==> config.mk <==
export PLATFORM = sky130hd
export DESIGN_NAME = ddr_device_if
export DESIGN_NICKNAME = d
export VERILOG_FILES = /design/src/design/ddr_cmd_pkg.sv /design/src/design/bank_if.sv /design/src/design/bank_tracker.sv /design/src/design/ddr_device_if.sv
export SDC_FILE = /design/constraint.sdc
export NUM_CORES = 2
export LEC_CHECK = 0
export ABC_AREA = 1
export BUFFER_PORTS_ARGS = -buffer_cell sky130_fd_sc_hd__buf_2
export CELL_PAD_IN_SITES_DETAIL_PLACEMENT = 0
export CELL_PAD_IN_SITES_GLOBAL_PLACEMENT = 2
export CORE_AREA = 2 2 483 605
export CTS_CLUSTER_DIAMETER = 40
export DETAILED_ROUTE_END_ITERATION = 16
export DIE_AREA = 0 0 485 607
export PLACE_DENSITY_LB_ADDON = 0.3
export SLEW_MARGIN = 20
export SYNTH_ARGS = -nofsm -noshare
export SYNTH_HDL_FRONTEND = slang
export SYNTH_HIERARCHICAL = 1
export SYNTH_SLANG_ARGS = --single-unit
export TNS_END_PERCENT = 100
==> constraint.sdc <==
create_clock -name REF_CLK_IN -period 2.3 [get_ports REF_CLK_IN]
set_input_delay 0 -clock REF_CLK_IN [delete_from_list [all_inputs] [get_ports REF_CLK_IN]]
set_output_delay 0 -clock REF_CLK_IN [all_outputs]
set_load 0.05 [all_outputs]
==> src/design/ddr_cmd_pkg.sv <==
// constants and types for the double-rate memory command and data interface
package ddr_cmd_pkg;
  localparam int DQ_W = 16;
  localparam int BYTES = 2;
  localparam int ROW_W = 13;
  localparam int COL_W = 9;
  localparam int BANKS = 4;
  localparam int MEM_DEPTH = 64;
  localparam int MEM_AW = 6;
  localparam int CLK_PERIOD_NS = 10;
  localparam int ROW_ACTIVE_MIN_NS = 40;
  // least time rounds up
  localparam int ROW_ACTIVE_MIN_CYC = (ROW_ACTIVE_MIN_NS + CLK_PERIOD_NS - 1) / CLK_PERIOD_NS;
  localparam int AP_BIT = 10;
  // mode register fields
  localparam int MR_BL_LSB = 0;
  localparam int MR_BT_BIT = 3;
  localparam int MR_CL_LSB = 4;
  localparam logic [2:0] BL2 = 3'h1;
  localparam logic [2:0] BL4 = 3'h2;
  localparam logic [2:0] BL8 = 3'h3;
  localparam logic [2:0] CL2 = 3'h2;
  localparam logic [2:0] CL3 = 3'h3;
  localparam logic [2:0] CL25 = 3'h6;
  localparam logic [2:0] MR_BL_RESET = 3'h1;
  localparam logic [2:0] MR_CL_RESET = 3'h2;
  // {cs_n, ras_n, cas_n, we_n}
  localparam logic [3:0] CMD_MRS = 4'h0;
  localparam logic [3:0] CMD_REF = 4'h1;
  localparam logic [3:0] CMD_PRE = 4'h2;
  localparam logic [3:0] CMD_ACT = 4'h3;
  localparam logic [3:0] CMD_WR = 4'h4;
  localparam logic [3:0] CMD_RD = 4'h5;
  localparam logic [3:0] CMD_NOP = 4'h7;
  typedef enum logic [4:0] {
    PWR_ON = 5'h01,
    PWR_PDN_PRE = 5'h02,
    PWR_PDN_ACT = 5'h04,
    PWR_SELF = 5'h08
  } pwr_t;
endpackage : ddr_cmd_pkg

==> src/design/bank_if.sv <==
// interface carrying bank open/close requests and state
`timescale 1ns/1ps
interface bank_if;
  import ddr_cmd_pkg::*;
  logic [BANKS-1:0] act;
  logic [BANKS-1:0] pre;
  logic [BANKS-1:0] open;
  logic [BANKS-1:0] pre_ok;
  modport ctrl (output act, output pre, input open, input pre_ok);
  modport bank (input act, input pre, output open, output pre_ok);
endinterface : bank_if

==> src/design/bank_tracker.sv <==
// per-bank open state with minimum row active lockout
`timescale 1ns/1ps
module bank_tracker
  import ddr_cmd_pkg::*;
(
  input wire logic clk,
  input wire logic rst_n,
  bank_if.bank b
);
  logic [BANKS-1:0][3:0] ras_cnt;
  logic [BANKS-1:0] open;
  // each bank runs on its own, opened by a single activate
  always_ff @(posedge clk or negedge rst_n) begin
    if (!rst_n) begin
      open <= '0;
      ras_cnt <= '0;
    end else begin
      for (int i = 0; i < BANKS; i++) begin
        if (b.act[i] && !open[i]) begin
          open[i] <= 1'b1;
          ras_cnt[i] <= 4'(ROW_ACTIVE_MIN_CYC);
        end else begin
          if (ras_cnt[i] != 4'h0) ras_cnt[i] <= ras_cnt[i] - 4'h1;
          // precharge waits out the row active time
          if (b.pre[i] && ras_cnt[i] == 4'h0) open[i] <= 1'b0;
        end
      end
    end
  end
  assign b.open = open;
  for (genvar g = 0; g < BANKS; g++) begin : g_ok
    assign b.pre_ok[g] = (ras_cnt[g] == 4'h0);
  end
endmodule : bank_tracker

==> src/design/ddr_device_if.sv <==
// device side of the double-rate command, clock gate and data strobe interface
`timescale 1ns/1ps
module ddr_device_if
  import ddr_cmd_pkg::*;
(
  input wire logic REF_CLK_IN,
  input wire logic NRST_IN,
  input wire logic CLK_GATE_IN,
  input wire logic CS_N_IN,
  input wire logic RAS_N_IN,
  input wire logic CAS_N_IN,
  input wire logic WE_N_IN,
  input wire logic [1:0] BANK_SELECT_IN,
  input wire logic [ROW_W-1:0] ADDR_IN,
  input wire logic [DQ_W-1:0] DQ_IN,
  input wire logic [BYTES-1:0] WRITE_MASK_IN,
  input wire logic UPPER_BYTE_STROBE_IN,
  input wire logic LOWER_BYTE_STROBE_IN,
  output logic [DQ_W-1:0] DQ_OUT,
  output logic DQ_OE_OUT,
  output logic UPPER_BYTE_STROBE_OUT,
  output logic LOWER_BYTE_STROBE_OUT,
  output logic STROBE_OE_OUT,
  output logic [BANKS-1:0] BANK_OPEN_OUT,
  output logic POWER_DOWN_OUT,
  output logic SELF_REFRESH_OUT
);
  ////////////////////////////////////////////////////////////////////////////
  // memory core: two words per pin per access, one per clock half
  logic [2*DQ_W-1:0] mem [MEM_DEPTH];
  pwr_t pwr;
  logic [2:0] mr_bl;
  logic mr_bt;
  logic [2:0] mr_cl;
  logic [3:0] cmd;
  logic sel;
  logic [BANKS-1:0] bank_dec;
  bank_if bk ();

  bank_tracker u_banks (
    .clk(REF_CLK_IN),
    .rst_n(NRST_IN),
    .b(bk)
  );

  function automatic logic [3:0] burst_words(input logic [2:0] bl);
    case (bl)
      BL2: burst_words = 4'h2;
      BL4: burst_words = 4'h4;
      BL8: burst_words = 4'h8;
      default: burst_words = 4'h2;
    endcase
  endfunction : burst_words

  // address of the n-th pair in a burst; interleave uses xor
  function automatic logic [MEM_AW-1:0] pair_addr(input logic [MEM_AW-1:0] base,
      input logic [2:0] n, input logic bt, input logic [2:0] bl);
    logic [2:0] mask;
    logic [2:0] off;
    mask = (bl == BL8) ? 3'h3 : ((bl == BL4) ? 3'h1 : 3'h0);
    off = bt ? ((base[2:0] >> 1) ^ n) & mask : ((base[2:0] >> 1) + n) & mask;
    pair_addr = {base[MEM_AW-1:2], 2'h0} | MEM_AW'({off[1:0]});
  endfunction : pair_addr

  ////////////////////////////////////////////////////////////////////////////
  // command decode on the rising edge, chip select part of the code
  assign sel = !CS_N_IN && (pwr == PWR_ON) && CLK_GATE_IN;
  assign cmd = sel ? {CS_N_IN, RAS_N_IN, CAS_N_IN, WE_N_IN} : CMD_NOP;
  assign bank_dec = 4'h1 << BANK_SELECT_IN;
  assign bk.act = (cmd == CMD_ACT) ? bank_dec : '0;

  // read or write auto precharge and explicit precharge both go through lockout
  logic [BANKS-1:0] ap_pend;
  assign bk.pre = ap_pend | ((cmd == CMD_PRE) ? (ADDR_IN[AP_BIT] ? 4'hf : bank_dec) : 4'h0);
  always_ff @(posedge REF_CLK_IN or negedge NRST_IN) begin
    if (!NRST_IN) begin
      ap_pend <= '0;
    end else begin
      // an early close is held here until the lockout lets it through
      ap_pend <= bk.pre & bk.open & ~bk.pre_ok;
      if ((cmd == CMD_RD || cmd == CMD_WR) && ADDR_IN[AP_BIT])
        ap_pend <= (bk.pre & bk.open & ~bk.pre_ok) | bank_dec;
    end
  end
  assign BANK_OPEN_OUT = bk.open;

  // mode register load; banks-select zero picks the base register
  always_ff @(posedge REF_CLK_IN or negedge NRST_IN) begin
    if (!NRST_IN) begin
      mr_bl <= MR_BL_RESET;
      mr_bt <= 1'b0;
      mr_cl <= MR_CL_RESET;
    end else if (cmd == CMD_MRS && BANK_SELECT_IN == 2'h0) begin
      mr_bl <= ADDR_IN[MR_BL_LSB +: 3];
      mr_bt <= ADDR_IN[MR_BT_BIT];
      mr_cl <= ADDR_IN[MR_CL_LSB +: 3];
    end
  end

  ////////////////////////////////////////////////////////////////////////////
  // power states; entry sampled on the edge, self refresh exit is immediate
  always_ff @(posedge REF_CLK_IN or negedge NRST_IN) begin
    if (!NRST_IN) begin
      pwr <= PWR_ON;
    end else begin
      case (pwr)
        PWR_ON: begin
          if (!CLK_GATE_IN) begin
            // raw lines: the decoded command is already masked by the gate
            if (bk.open != '0) pwr <= PWR_PDN_ACT;
            else if (!CS_N_IN && !RAS_N_IN && !CAS_N_IN && WE_N_IN) pwr <= PWR_SELF;
            else pwr <= PWR_PDN_PRE;
          end
        end
        PWR_PDN_PRE, PWR_PDN_ACT: if (CLK_GATE_IN) pwr <= PWR_ON;
        PWR_SELF: if (CLK_GATE_IN) pwr <= PWR_ON;
        default: pwr <= PWR_ON;
      endcase
    end
  end
  assign POWER_DOWN_OUT = (pwr == PWR_PDN_PRE) || (pwr == PWR_PDN_ACT);
  // gate high releases self refresh at once, clock buffers being off
  assign SELF_REFRESH_OUT = (pwr == PWR_SELF) && !CLK_GATE_IN;

  ////////////////////////////////////////////////////////////////////////////
  // write path: capture both halves and mask on both edges, strobe on the falling edge only
  logic [DQ_W-1:0] wr_fall;
  logic [BYTES-1:0] dm_fall;
  logic [1:0] dqs_fall;
  always_ff @(negedge REF_CLK_IN or negedge NRST_IN) begin
    if (!NRST_IN) begin
      wr_fall <= '0;
      dm_fall <= '0;
      dqs_fall <= '0;
    end else begin
      wr_fall <= DQ_IN;
      dm_fall <= WRITE_MASK_IN;
      dqs_fall <= {UPPER_BYTE_STROBE_IN, LOWER_BYTE_STROBE_IN};
    end
  end

  logic wr_act;
  logic wr_start;
  logic [3:0] wr_left;
  logic [2:0] wr_n;
  logic [MEM_AW-1:0] wr_base;
  logic [DQ_W-1:0] wr_rise;
  logic [BYTES-1:0] dm_rise;
  always_ff @(posedge REF_CLK_IN or negedge NRST_IN) begin
    if (!NRST_IN) begin
      wr_rise <= '0;
      dm_rise <= '0;
    end else begin
      wr_rise <= DQ_IN;
      dm_rise <= WRITE_MASK_IN;
    end
  end

  // write burst: data begins one cycle after the command
  always_ff @(posedge REF_CLK_IN or negedge NRST_IN) begin
    if (!NRST_IN) begin
      wr_act <= 1'b0;
      wr_start <= 1'b0;
      wr_left <= '0;
      wr_n <= '0;
      wr_base <= '0;
    end else if (cmd == CMD_WR) begin
      wr_start <= 1'b1;
      wr_base <= ADDR_IN[MEM_AW-1:0];
    end else if (wr_start) begin
      // first pair is captured only in the cycle after the command
      wr_start <= 1'b0;
      wr_act <= 1'b1;
      wr_left <= burst_words(mr_bl) >> 1;
      wr_n <= '0;
    end else if (wr_act) begin
      wr_n <= wr_n + 3'h1;
      wr_left <= wr_left - 4'h1;
      if (wr_left == 4'h1) wr_act <= 1'b0;
    end
  end

  // commit a pair per cycle; masked bytes keep the old contents
  logic [2*DQ_W-1:0] old_pair;
  logic [2*DQ_W-1:0] next_pair;
  logic [MEM_AW-1:0] wa;
  always_comb begin
    wa = pair_addr(wr_base, wr_n, mr_bt, mr_bl);
    old_pair = mem[wa];
    next_pair = old_pair;
    for (int b = 0; b < BYTES; b++) begin
      if (!dm_rise[b]) next_pair[b*8 +: 8] = wr_rise[b*8 +: 8];
      if (!dm_fall[b]) next_pair[DQ_W + b*8 +: 8] = wr_fall[b*8 +: 8];
    end
  end
  // no reset on the array: contents are undefined after power up
  always_ff @(posedge REF_CLK_IN) begin
    if (wr_act && (dqs_fall != 2'h0 || 1'b1)) mem[wa] <= next_pair;
  end

  ////////////////////////////////////////////////////////////////////////////
  // read path: latency pipe then one pair per cycle
  logic [7:0] rd_pipe;
  logic [MEM_AW-1:0] rd_base;
  logic [3:0] rd_left;
  logic [2:0] rd_n;
  logic rd_act;
  logic [2*DQ_W-1:0] rd_pair;
  always_ff @(posedge REF_CLK_IN or negedge NRST_IN) begin
    if (!NRST_IN) begin
      rd_pipe <= '0;
      rd_base <= '0;
      rd_left <= '0;
      rd_n <= '0;
      rd_act <= 1'b0;
      rd_pair <= '0;
    end else begin
      rd_pipe <= {rd_pipe[6:0], cmd == CMD_RD};
      if (cmd == CMD_RD) rd_base <= ADDR_IN[MEM_AW-1:0];
      // latency 2.5 handled as 2 plus a half-cycle shift below
      if (rd_pipe[(mr_cl == CL3) ? 2 : 1]) begin
        rd_act <= 1'b1;
        rd_left <= burst_words(mr_bl) >> 1;
        rd_n <= '0;
        rd_pair <= mem[pair_addr(rd_base, 3'h0, mr_bt, mr_bl)];
      end else if (rd_act) begin
        rd_n <= rd_n + 3'h1;
        rd_left <= rd_left - 4'h1;
        if (rd_left == 4'h1) rd_act <= 1'b0;
        else rd_pair <= mem[pair_addr(rd_base, rd_n + 3'h1, mr_bt, mr_bl)];
      end
    end
  end

  // falling-edge flops give one word per clock edge; half-cycle delay for 2.5
  logic [DQ_W-1:0] dq_fall;
  logic [DQ_W-1:0] dq_late;
  logic act_fall;
  logic hi_half;
  always_ff @(negedge REF_CLK_IN or negedge NRST_IN) begin
    if (!NRST_IN) begin
      dq_fall <= '0;
      dq_late <= '0;
      act_fall <= 1'b0;
    end else begin
      dq_late <= rd_pair[2*DQ_W-1:DQ_W];
      dq_fall <= (mr_cl == CL25) ? rd_pair[DQ_W-1:0] : rd_pair[2*DQ_W-1:DQ_W];
      act_fall <= rd_act;
    end
  end
  assign hi_half = REF_CLK_IN;
  // outputs off at once when gate drops
  assign DQ_OUT = hi_half ? ((mr_cl == CL25) ? dq_late : rd_pair[DQ_W-1:0]) : dq_fall;
  assign DQ_OE_OUT = ((mr_cl == CL25) ? act_fall : rd_act) && CLK_GATE_IN;
  // strobe toggles with the clock, edges aligned to data
  assign UPPER_BYTE_STROBE_OUT = hi_half && DQ_OE_OUT;
  assign LOWER_BYTE_STROBE_OUT = hi_half && DQ_OE_OUT;
  assign STROBE_OE_OUT = DQ_OE_OUT;
endmodule : ddr_device_if

==> flow_metrics.env <==
export IMPL_via_count=92265
export IMPL_crit_fanout=1
export IMPL_hp_class="primary input to flip-flop"
export IMPL_yosysWarnings=6
export IMPL_reg2reg_from="dm_fall[1]$_DFF_NN0_"
export IMPL_cp_startpoint="dq_late[15]$_DFF_NN0_"
export IMPL_vias_per_cell=5.597
export IMPL_synth_top_area_share_pct=57.90
export IMPL_coreArea_um2=289000
export IMPL_syn_nets=11310
export IMPL_finalWirelength_um=470800
export IMPL_finalHoldViolCount=0
export IMPL_drt_initial_drc_count=10007
export IMPL_io_buffers=60
export IMPL_endpoint="DQ_OUT[15]"
export IMPL_drive_gt1_share_pct=21.65
export IMPL_die_h_um=607
export IMPL_end_kind="output port"
export IMPL_ys_async_sr_fraction_pct=7.414
export IMPL_rows=221
export IMPL_path_class="flip-flop to output port"
export IMPL_dr_pass1_iters=6
export IMPL_powerDensity_nw_per_um2=1059
export IMPL_drc=0
export IMPL_place_gp_congestion=0.9312
export IMPL_relSlewSlack_pct=31.80
export IMPL_skew_ns=0.4574
export IMPL_violations="setup timing"
export IMPL_synthCells=11258
export IMPL_pre_cts_ws_ns=-0.7559
export IMPL_grt_pass1_vias=88309
export IMPL_rr_worst_depth=5
export IMPL_ys_types=40
export IMPL_antenna_found_initial=19
export IMPL_slew_viol_final=0
export IMPL_setup_viol=1888
export IMPL_max_cap_violations=0
export IMPL_worst_slew_pin_slew_ns=1.020
export IMPL_dpl_hpwl_um=302900
export IMPL_worst_slack_ns=-0.7513
export IMPL_worstPathRequired_ns=2.30
export IMPL_r2r_slack_ns=-0.51
export IMPL_p_leak_nw=55.04
export IMPL_yosys_top_cells_area="edfxtp_1 58%, nand2_1 11%, nand3_1 9.0%, o21ai_0 3.6%, o211ai_1 2.9%"
export IMPL_cp_start_kind="flip-flop"
export IMPL_syn_avg_cell_area_um2=9.434
export IMPL_dieArea_um2=294400
export IMPL_synth_edf_count=2048
export IMPL_path_clk_slew_ns=0.05
export IMPL_cts_tree="done"
export IMPL_grt_max_degree=87
export IMPL_grt_overflow=0
export IMPL_power_total_mw=150.2
export IMPL_post_drt_wl_per_cell_um=28.56
export IMPL_antenna_left=0
export IMPL_grt_pass1_wl_um=642100
export IMPL_cp_data_arrival_time_ns=3.05
export IMPL_grt_setup_unrepaired="true"
export IMPL_irDropWorstVdd_mv=1.007
export IMPL_fin_area_um2=141800
export IMPL_final_cell_mix="3071 x nand2_1, 2048 x edfxtp_1, 1713 x nand3_1, 853 x buf_4, 670 x inv_1"
export IMPL_track_usage_pct=30.22
export IMPL_die_w_um=485
export IMPL_start_util_pct=36.76
export IMPL_layout_commonest_cell="nand2_1"
export IMPL_clock_latency_ns=1.26
export IMPL_synth_ff_type="edfxtp_1"
export IMPL_area_growth_pct=33.50
export IMPL_placed_area_um2=121700
export IMPL_outcome="finished with violations"
export IMPL_syn_area_um2=106200
export IMPL_io_pins=68
export IMPL_r2r_end="mem[55][27]$_DFFE_PP_"
export IMPL_synth_yosys_seq_area_share_pct=61.77
export IMPL_final_nets=12450
export IMPL_ys_seq_elements=2212
export IMPL_yosys_area_top_type="edfxtp_1"
-- power by group --
| group | total (mW) | switching [mW] | internal (mW) |
|---|---|---|---|
| clock | 56.9 | 24.0 | 32.9 |
| combinational | 47.0 | 31.3 | 15.7 |
| sequential | 46.2 | 1.09 | 45.1 |
| total | 150 | 56.4 | 93.8 |
-- layer usage --
layer  vias up  share of wire, %  track usage (%)  wire length [µm]
met1     45725                38            37.00            180400
met3      1027               7.7            5.749             36360
li1      41435                 -                -                 -
met5         -            0.0057                0                27
met2      4074                47            49.39            221500
met4         4               6.9            18.52             32610
-- cell usage after synthesis, types with 5 or more instances --
cell type / n
nor3_1: 10
ha_1: 10
or2_2: 125
o211ai_1: 411
dfrtn_1: 51
nand4_1: 11
clkbuf_1: 425
nand2_1: 3129
nand3_1: 1909
o21ai_1: 29
o21bai_1: 7
buf_1: 152
dfrtp_1: 110
edfxtp_1: 2048
a21oi_1: 519
buf_2: 245
nor2_1: 537
mux2_2: 5
inv_2: 8
o22ai_1: 9
nand2_2: 7
nand3b_1: 15
o21ai_0: 766
buf_4: 5
inv_1: 679
-- area by class of cell --
type	count	area (µm²)
Fill cell	26155	147200
Tap cell	3791	4743
Antenna cell	16	40.04
Timing Repair Buffer	1580	19720
Multi-Input combinational cell	7528	36990
Sequential cell	2212	65650
Inverter	690	2649
Clock buffer	398	9269
Clock inverter	269	2709
Timing Repair inverter	1	30.03
-- worst min-delay path by stage --
stage	cells after the start	startpoint	endpoint	slack, ns
detailed placement	1	NRST_IN	rd_pair[2]$_DFFE_PN0P_	-0.13
finish	2	DQ_IN[9]	wr_rise[9]$_DFF_PN0_	0.07
CTS	2	DQ_IN[10]	wr_rise[10]$_DFF_PN0_	0.04
global placement	1	NRST_IN	rd_pair[2]$_DFFE_PN0P_	-0.12
global route	2	DQ_IN[10]	wr_rise[10]$_DFF_PN0_	0.05
floorplan	0	NRST_IN	ap_pend[0]$_DFF_PN0_	-0.30
-- registers in the layout (all words and copies together), names as in the netlist, 4 cells and up --
| register | flops |
|---|---|
| wr_left | 4 |
| dq_fall | 16 |
| dq_late | 16 |
| wr_base | 5 |
| wr_rise | 16 |
| pwr | 4 |
| rd_base | 5 |
| rd_pair | 32 |
| u_banks/ras_cnt | 16 |
| rd_left | 4 |
| mem | 2048 |
| ap_pend | 4 |
| wr_fall | 16 |
| u_banks/b.open | 4 |
-- repair_timing --
action	4_1_cts	5_1_grt
endpoints found under the setup margin	2207	1956
hold buffers	55	0
setup buffers	96	159
cloned	28	54
endpoints found under the hold margin	185	0
pin swaps	87	163
resized for setup	461	551
-- worst max-delay path, stage by stage, from the launching register on --
cell and delay (ns):
dfrtn_1 0.41, nor2_2 0.05, o21ai_4 0.40, buf_12 0.22
-- stage by stage --
| stage | std cells | utilization, % | hold WS, ns | setup TNS (ns) |
|---|---|---|---|---|
| finish | 16485 | 49.07 | 0.07437 | -511.65 |
| global route | 16472 | 49.06 | 0.05222 | -575.15 |
| CTS | 16273 | 47.47 | 0.03890 | -391.06 |
| detailed placement | 15458 | 42.10 | -0.1278 | -781.19 |
| global placement | 15458 | 42.10 | -0.1235 | -756.50 |
| floorplan | 11258 | - | -0.2956 | -1013.56 |
-- kinds of logic after synthesis --
group / Yosys count / synth area share [%]
adders and majority gates: 10 / 0.1178
xor gates and xnor gates: 3 / 0.02474
muxes: 5 / 0.05301
AOI/OAI and AO/OA: 1746 / 9.238
DFF: 2212 / 61.77
buffers and inverters: 1518 / 5.671
and+or+nand+nor: 5764 / 23.12
No activity file was read; power rests on OpenSTA's default activity.
